`src/shared/ncp_pkg.sv`:
```
// constants, types and check-byte function shared by both ends of the link
`default_nettype none
package ncp_pkg;
  localparam int ADDR_W = 7;
  localparam logic [6:0] ADDR_STATUS = 7'h70;
  localparam logic [6:0] ADDR_STARTUP = 7'h73;
  localparam logic [6:0] ADDR_CHIP = 7'h74;
  localparam logic [6:0] ADDR_CRC = 7'h75;
  localparam int STAT_PROG_BIT = 0;
  localparam int STAT_ECC_BIT = 1;
  localparam int STAT_CNT_LSB = 2;
  localparam int CNT_W = 6;
  localparam int FN_SELECT_BIT = 3;
  localparam logic [7:0] PRESET_STARTUP = 8'h00;
  localparam logic [7:0] PRESET_CHIP = 8'h08;
  localparam logic [7:0] CRC_POLY = 8'h2f;
  localparam logic [7:0] CRC_INIT = 8'hff;
  localparam logic [7:0] CRC_XOR = 8'hff;
  localparam int CLK_MHZ = 125;
  localparam int BURN_TIME_US = 10;
  localparam int BURN_CYCLES = BURN_TIME_US * CLK_MHZ;
  localparam int SYSRST_TIME_US = 1;
  localparam int SYSRST_CYCLES = SYSRST_TIME_US * CLK_MHZ;
  localparam int PROG_LIMIT = 200;
  localparam logic [1:0] HREG_CTRL = 2'h0;
  localparam logic [1:0] HREG_STARTUP = 2'h1;
  localparam logic [1:0] HREG_CHIP = 2'h2;
  localparam logic [1:0] HREG_RESULT = 2'h3;
  localparam logic [1:0] HERR_NONE = 2'h0;
  localparam logic [1:0] HERR_REFUSED = 2'h1;
  localparam logic [1:0] HERR_LIMIT = 2'h2;

  typedef enum logic [1:0] {
    DST_RUN = 2'b00,
    DST_BURN = 2'b01,
    DST_RESET = 2'b10,
    DST_HALT = 2'b11
  } ncp_dev_state_t;

  typedef enum logic [2:0] {
    HST_IDLE = 3'b000,
    HST_RDSTAT = 3'b001,
    HST_CHECK = 3'b010,
    HST_W73 = 3'b011,
    HST_W74 = 3'b100,
    HST_W75 = 3'b101,
    HST_WAITRST = 3'b110,
    HST_WAITREL = 3'b111
  } ncp_host_state_t;

  // check byte over the two staged bytes
  function automatic logic [7:0] ncp_check(input logic [7:0] lo,
                                           input logic [7:0] hi);
    logic [7:0] crc;
    logic [15:0] data;
    crc = CRC_INIT;
    data = {lo, hi};
    for (int i = 0; i < 16; i++)
    begin
      if (crc[7] ^ data[15 - i])
        crc = {crc[6:0], 1'b0} ^ CRC_POLY;
      else
        crc = {crc[6:0], 1'b0};
    end
    return crc ^ CRC_XOR;
  endfunction
endpackage
`default_nettype wire

```
`src/shared/ncp_link_if.sv`:
```
// register link between host controller and configuration device
`timescale 1ns/100ps
`default_nettype none
interface ncp_link_if;
  logic [6:0] addr;
  logic [7:0] wdata;
  logic wr;
  logic rd;
  logic [7:0] rdata;
  logic forced_normal;
  logic sys_reset;

  modport dev (
    input addr,
    input wdata,
    input wr,
    input rd,
    output rdata,
    output forced_normal,
    output sys_reset
  );

  modport host (
    output addr,
    output wdata,
    output wr,
    output rd,
    input rdata,
    input forced_normal,
    input sys_reset
  );
endinterface
`default_nettype wire

```
`src/hw/ncp_nv_device.sv`:
```
// non-volatile configuration cells with check-byte confirmed programming
`timescale 1ns/100ps
`default_nettype none
module ncp_nv_device #(
  parameter int BURN_CNT = ncp_pkg::BURN_CYCLES,
  parameter int SYSRST_CNT = ncp_pkg::SYSRST_CYCLES
) (
  input wire logic i_ref_clk,
  input wire logic i_rst_n,
  ncp_link_if.dev link,
  input wire logic i_factory_restore,
  input wire logic i_cell_fault_single,
  input wire logic i_cell_fault_multi,
  output logic [7:0] o_cfg_startup,
  output logic [7:0] o_cfg_chip,
  output logic o_forced_normal,
  output logic o_busy,
  output logic o_sys_reset
);
  import ncp_pkg::*;

  localparam int TW = 12;

  // a preset image must select forced normal, otherwise a restore
  // could not bring the device back to where programming is allowed
  if (!PRESET_CHIP[FN_SELECT_BIT])
    $error("preset image must select forced normal");
  // the status byte leaves exactly six bits for the counter
  if (CNT_W != 6)
    $error("counter width must fill status bits 7:2");
  if (BURN_CNT < 1 || BURN_CNT >= 2 ** TW)
    $error("burn count out of range");
  if (SYSRST_CNT < 1 || SYSRST_CNT >= 2 ** TW)
    $error("system reset count out of range");

  // the cell copies stand for the non-volatile array: they survive a
  // system reset but not i_rst_n, which acts as power-on and reloads
  // the presets
  typedef struct packed {
    ncp_dev_state_t state;
    logic [7:0] stage_startup;
    logic [7:0] stage_chip;
    logic [7:0] cell_startup;
    logic [7:0] cell_chip;
    logic [7:0] check_byte;
    logic programmable_flag;
    logic single_bit_corrected_flag;
    logic multi_fault;
    logic [5:0] program_count;
    logic forced_normal;
    logic busy;
    logic sys_reset;
    logic [TW-1:0] timer;
    logic [7:0] rdata;
  } ncp_dev_t;

  localparam logic [TW-1:0] BURN_LAST = TW'(BURN_CNT - 1);
  localparam logic [TW-1:0] SYSRST_LAST = TW'(SYSRST_CNT - 1);
  localparam logic [5:0] CNT_MAX = 6'h3f;

  // saturating step: the counter is informational and never wraps
  function automatic logic [5:0] count_step(input logic [5:0] c);
    if (c == CNT_MAX)
      return c;
    else
      return c + 6'h01;
  endfunction

  ncp_dev_t s_q;
  ncp_dev_t s_d;

  always_comb
  begin
    s_d = s_q;
    s_d.rdata = 8'h00;
    // fault flags are sticky; nothing here clears them
    if (i_cell_fault_single)
      s_d.single_bit_corrected_flag = 1'b1;
    if (i_cell_fault_multi)
      s_d.multi_fault = 1'b1;
    // status stays readable in every state
    if (link.rd && link.addr == ADDR_STATUS)
      s_d.rdata = {s_q.program_count, s_q.single_bit_corrected_flag,
                   s_q.programmable_flag};
    case (s_q.state)
      DST_RUN:
      begin
        if (link.rd)
        begin
          case (link.addr)
            ADDR_STARTUP: s_d.rdata = s_q.stage_startup;
            ADDR_CHIP: s_d.rdata = s_q.stage_chip;
            ADDR_CRC: s_d.rdata = s_q.check_byte;
            default: ;
          endcase
        end
        if (i_factory_restore)
        begin
          // restore outranks any bus write in the same cycle
          s_d.cell_startup = PRESET_STARTUP;
          s_d.cell_chip = PRESET_CHIP;
          s_d.programmable_flag = 1'b1;
          s_d.program_count = count_step(s_q.program_count);
          s_d.state = DST_RESET;
          s_d.sys_reset = 1'b1;
          s_d.timer = SYSRST_LAST;
        end
        else if (link.wr)
        begin
          case (link.addr)
            ADDR_STARTUP:
              if (s_q.programmable_flag)
                s_d.stage_startup = link.wdata;
            ADDR_CHIP:
              if (s_q.programmable_flag)
                s_d.stage_chip = link.wdata;
            ADDR_CRC:
            begin
              s_d.check_byte = link.wdata;
              // a saturated counter does not gate this
              if (s_q.forced_normal && s_q.programmable_flag &&
                  link.wdata == ncp_check(s_q.stage_startup,
                                          s_q.stage_chip))
              begin
                s_d.state = DST_BURN;
                s_d.busy = 1'b1;
                s_d.timer = BURN_LAST;
              end
              // mismatch: staged bytes kept, cells untouched
            end
            default: ;
          endcase
        end
      end
      DST_BURN:
      begin
        // config reads give zero and writes drop while burning
        // the cells keep the old image until the timer expires, then both take the staged bytes together
        if (link.rd && link.addr inside {ADDR_STARTUP, ADDR_CHIP, ADDR_CRC})
          s_d.rdata = 8'h00;
        if (s_q.timer != '0)
          s_d.timer = s_q.timer - TW'(1);
        else
        begin
          s_d.cell_startup = s_q.stage_startup;
          s_d.cell_chip = s_q.stage_chip;
          s_d.programmable_flag = 1'b0;
          s_d.program_count = count_step(s_q.program_count);
          s_d.busy = 1'b0;
          s_d.sys_reset = 1'b1;
          s_d.timer = SYSRST_LAST;
          if (s_q.multi_fault || i_cell_fault_multi)
            s_d.state = DST_HALT;
          else
            s_d.state = DST_RESET;
        end
      end
      DST_RESET:
      begin
        if (s_q.timer != '0)
          s_d.timer = s_q.timer - TW'(1);
        else
        begin
          s_d.sys_reset = 1'b0;
          s_d.state = DST_RUN;
          // staged copies follow the cells again after the restart
          s_d.stage_startup = s_q.cell_startup;
          s_d.stage_chip = s_q.cell_chip;
          // preset cells carry the forced normal bit set
          s_d.forced_normal = s_q.cell_chip[FN_SELECT_BIT];
        end
      end
      DST_HALT:
      begin
        // a multi-fault device never restarts; only i_rst_n leaves here
        s_d.sys_reset = 1'b1;
      end
      default:
        s_d.state = DST_RUN;
    endcase
  end

  always_ff @(posedge i_ref_clk)
  begin
    if (!i_rst_n)
    begin
      s_q <= '0;
      s_q.state <= DST_RUN;
      s_q.stage_startup <= PRESET_STARTUP;
      s_q.stage_chip <= PRESET_CHIP;
      s_q.cell_startup <= PRESET_STARTUP;
      s_q.cell_chip <= PRESET_CHIP;
      s_q.programmable_flag <= 1'b1;
      s_q.forced_normal <= PRESET_CHIP[FN_SELECT_BIT];
    end
    else
      s_q <= s_d;
  end

  assign link.rdata = s_q.rdata;
  assign link.forced_normal = s_q.forced_normal;
  assign link.sys_reset = s_q.sys_reset;
  assign o_cfg_startup = s_q.cell_startup;
  assign o_cfg_chip = s_q.cell_chip;
  assign o_forced_normal = s_q.forced_normal;
  assign o_busy = s_q.busy;
  assign o_sys_reset = s_q.sys_reset;
endmodule
`default_nettype wire

```
`src/flat_wrapper.sv`:
```
// flat-port wrapper written by rule: the top's interface ports become plain ports
module ncp_nv_device_flat import ncp_pkg::*;
#(
  parameter int BURN_CNT = ncp_pkg::BURN_CYCLES,
  parameter int SYSRST_CNT = ncp_pkg::SYSRST_CYCLES
)
  (i_ref_clk, i_rst_n, i_factory_restore, i_cell_fault_single, i_cell_fault_multi, o_cfg_startup, o_cfg_chip, o_forced_normal, o_busy, o_sys_reset, link_addr, link_wdata, link_wr, link_rd, link_rdata, link_forced_normal, link_sys_reset);
  ncp_link_if link_i ();
  input wire logic i_ref_clk;
  input wire logic i_rst_n;
  input wire logic i_factory_restore;
  input wire logic i_cell_fault_single;
  input wire logic i_cell_fault_multi;
  output logic [7:0] o_cfg_startup;
  output logic [7:0] o_cfg_chip;
  output logic o_forced_normal;
  output logic o_busy;
  output logic o_sys_reset;
  input wire logic [$bits(link_i.addr)-1:0] link_addr;
  input wire logic [$bits(link_i.wdata)-1:0] link_wdata;
  input wire logic [$bits(link_i.wr)-1:0] link_wr;
  input wire logic [$bits(link_i.rd)-1:0] link_rd;
  output wire logic [$bits(link_i.rdata)-1:0] link_rdata;
  output wire logic [$bits(link_i.forced_normal)-1:0] link_forced_normal;
  output wire logic [$bits(link_i.sys_reset)-1:0] link_sys_reset;
  assign link_i.addr = link_addr;
  assign link_i.wdata = link_wdata;
  assign link_i.wr = link_wr;
  assign link_i.rd = link_rd;
  assign link_rdata = link_i.rdata;
  assign link_forced_normal = link_i.forced_normal;
  assign link_sys_reset = link_i.sys_reset;
  ncp_nv_device #(.BURN_CNT(BURN_CNT), .SYSRST_CNT(SYSRST_CNT)) u_core (.i_ref_clk(i_ref_clk), .i_rst_n(i_rst_n), .link(link_i), .i_factory_restore(i_factory_restore), .i_cell_fault_single(i_cell_fault_single), .i_cell_fault_multi(i_cell_fault_multi), .o_cfg_startup(o_cfg_startup), .o_cfg_chip(o_cfg_chip), .o_forced_normal(o_forced_normal), .o_busy(o_busy), .o_sys_reset(o_sys_reset));
endmodule
```
`config.mk`:
```
export PLATFORM = sky130hd
export DESIGN_NAME = ncp_nv_device_flat
export DESIGN_NICKNAME = d
export VERILOG_FILES = /design/src/shared/ncp_pkg.sv /design/src/shared/ncp_link_if.sv /design/src/hw/ncp_nv_device.sv /design/src/flat_wrapper.sv
export SDC_FILE = /design/constraint.sdc
export NUM_CORES = 1
export LEC_CHECK = 0
export ABC_AREA = 1
export ABC_CLOCK_PERIOD_IN_PS = 7200
export BUFFER_PORTS_ARGS = -buffer_cell sky130_fd_sc_hd__buf_2
export CAP_MARGIN = 5
export CORE_ASPECT_RATIO = 1.4
export CORE_MARGIN = 2
export CORE_UTILIZATION = 37
export CTS_BUF_LIST = sky130_fd_sc_hd__clkbuf_2
export DETAILED_ROUTE_END_ITERATION = 8
export PLACE_DENSITY = 0.54
export SYNTH_ARGS = -nofsm -noshare
export SYNTH_HDL_FRONTEND = slang
export SYNTH_SLANG_ARGS = --single-unit
```
`constraint.sdc`:
```
create_clock -name i_ref_clk -period 7.2 [get_ports i_ref_clk]
set_input_delay 1.08 -clock i_ref_clk [delete_from_list [all_inputs] [get_ports i_ref_clk]]
set_output_delay 1.08 -clock i_ref_clk [all_outputs]
set_load 0.05 [all_outputs]
```
==> impl_results.md <==
* DRT iter0 DRCs at 365
* Fmax achieved at 323 MHz
* GRT Util Overall at 21.0%
* Worst slack, placed at 4.18 ns
* Max cap viols at 0
* Hold violation count in the final report at 0
* Antenna viol nets, final at 0
* Pre-Repair DR Iteration Count at 5
* Largest net degree at the start of global routing at 47
* Placed insts at 992
* Grt total ovfl at 0
* Clock skew at 0.0394 ns
* Worst-Skew Late Latency at 0.55 ns
* Hold Path Class: register to register
* Synthesized area at 0.00503 mm²
* Worst slew pin tran at 1.10 ns
* Sequential-to-total area share from yosys stat at 29.5%
* Endpoints failing setup at 0
* Worst-path clk slew at 0.24 ns
* Syn nets at 837
* Slowest CP cell: dfxtp_1
* Layout Utilization at 39.9%
* Starting Density at 37.7%
* Fin area at 0.00531 mm²
* Pwr Density at 370 mW/mm²
* EDFF count, synth at 0
* Synth cell types at 38
* First-pass GRT wire length at 23900 µm
* Leak Pwr at 2.49 nW
* Die area at 0.0146 mm²
* CP Max Fanout at 14
* Residual DRC count at 0
* Async SR Flop Fraction at 0%
* Vias in the first global route at 4794
* Cell Count, Final, Fillers Out at 1009
* Share of cells above drive strength 1 at 14.2%
* Initial antenna violation count at 1
* Top cell type's share of synthesized area at 29.5%
* Tot Pwr at 1.96 mW
* Worst rel slew slack at 26.3%
* Synthesized area per cell at 6.22 µm²
* I/O pin count at 51
* Setup Buffers After CTS at 0
* Hold path startpoint: u_core.s_q[28]
* Via count at 5084
* Top cells by area, synth: dfxtp_1, nand2_1, nand3_1
* TNS Setup at 0 ns
* Outcome: finished clean
* Vias/cell at 5.04
* Critical path arrival at 3.53 ns
* WHS at 0.466 ns
* Post-DP Area at 0.00522 mm²
* Synthesized flop and latch total at 74
* # H-tree levels at 3
* Worst setup EP type: register
* Critical setup path kind: register to register
* Final Wtd Congestion at 0.926
* Final Cycle Share at 43.0%
* Origin of the critical flop-to-flop path: u_core.s_q[66]
* Die extent in x at 103 µm
* DP Wirelength at 11500 µm
* WP data required at 7.64 ns
* RSZ-0062 raised after global routing: no
* CTS buffer count at 9
* Cts repair resizes at 0
* Most common cell after layout, fill and taps aside: nand2_1
* Worst path most repeated cell: nand2_1
* Routed len/inst at 14.7 µm
* Fin worst setup slack at 4.11 ns
* Reg2Reg Setup Slack at 4.11 ns
* Syn. warnings at 0
* Ys flop type: dfxtp_1
* WL final at 14800 µm
* Port buffer count at 50
* Fin crit period at 3.09 ns
* Hold-fix buffers at CTS at 0
* Synth area leader: dfxtp_1
* CTS tree: built
* Core area at 0.0133 mm²
* Slowest stage delay, CP at 0.62 ns
* Worst Setup SP: u_core.s_q[66]
* Slew Viols, Final at 0
* Crit path launch type: register
* Chip Height at 142 µm
* Fin nets at 850
* Max clock buf depth at 2
* Commonest non-fill, non-tap cells in the layout: nand2_1, inv_1, nor2_1, nand3_1, dfxtp_1
* Cells after synthesis at 808
* Row cnt at 50
* TritonCTS Sinks at 74
* Layout area overhead at 5.67%
* Peak VDD IR at 0.159 mV
* Clock Tree Root: clkbuf_2
## worst paths after layout
check / depth (start not counted) / end
max: 27 / u_core.s_q[15]
min: 2 / u_core.link.rdata[7]
max reg2reg: 27 / u_core.s_q[15]
min reg2reg: 2 / u_core.link.rdata[7]
## layer usage
layer	GRT usage (%)	part of all wire [%]
met5	0	0
met4	9.40	3.7
met3	3.00	3.4
met2	37.6	52
met1	24.2	41
## critical path, delay by kind of cell, from the launching register on
family / cells / cell delay [ns]
flops: 1 / 0.62
simple gates: 22 / 1.97
buf+inv: 5 / 0.36
## sequential cells by signal (all words and copies together) (netlist names)
name                       flops
u_core.o_cfg_chip              8
u_core.o_cfg_startup           8
u_core.link.sys_reset          1
u_core.link.rdata              8
u_core.link.forced_normal      1
u_core.s_q                    47
u_core.o_busy                  1
## synthesized netlist by cell type (2+ instances only)
cell type  count
ha_1           7
nor4_1         2
a21oi_1       65
nand3_1       74
nor3_1         4
clkbuf_1      15
buf_4         28
xor2_1        10
inv_1         91
o211ai_1       3
nand2_2       31
nand3_2        4
o21ai_0       64
buf_2          2
nand2_1      198
nand2_4        4
o22ai_1        8
buf_1          3
xnor2_1        3
nor2_2         2
a211oi_1      14
dfxtp_1       74
nor2_1        78
nand3b_1       6
inv_2          5
## where the power goes
part,total (mW),switching (mW),internal [mW],leakage (nW)
combinational,1.24,0.858,0.380,1.82
clock,0.208,0.160,0.0474,0.0619
sequential,0.518,0.0520,0.466,0.603
total,1.96,1.07,0.894,2.49
## final cells by class
type	count	area, µm²
fillers	1503	8010
multi-input cells	585	2860
flip-flops and latches	74	1480
inverters	100	388
repair buffers	51	258
well taps	182	228
clock buffers	10	50.0
clock inverters	6	43.8
diodes	1	2.50
## cell families after synthesis
family | after synthesis | synth area share [%]
flip-flops | 74 | 29.5
XOR/XNOR | 13 | 2.26
adder cells (fa/ha/maj) | 7 | 1.74
AND/OR/NAND/NOR | 406 | 35.7
AO/OA/AOI/OAI | 159 | 17.1
buffers and inverters | 149 | 13.7
No activity file was read; power rests on OpenSTA's default activity.
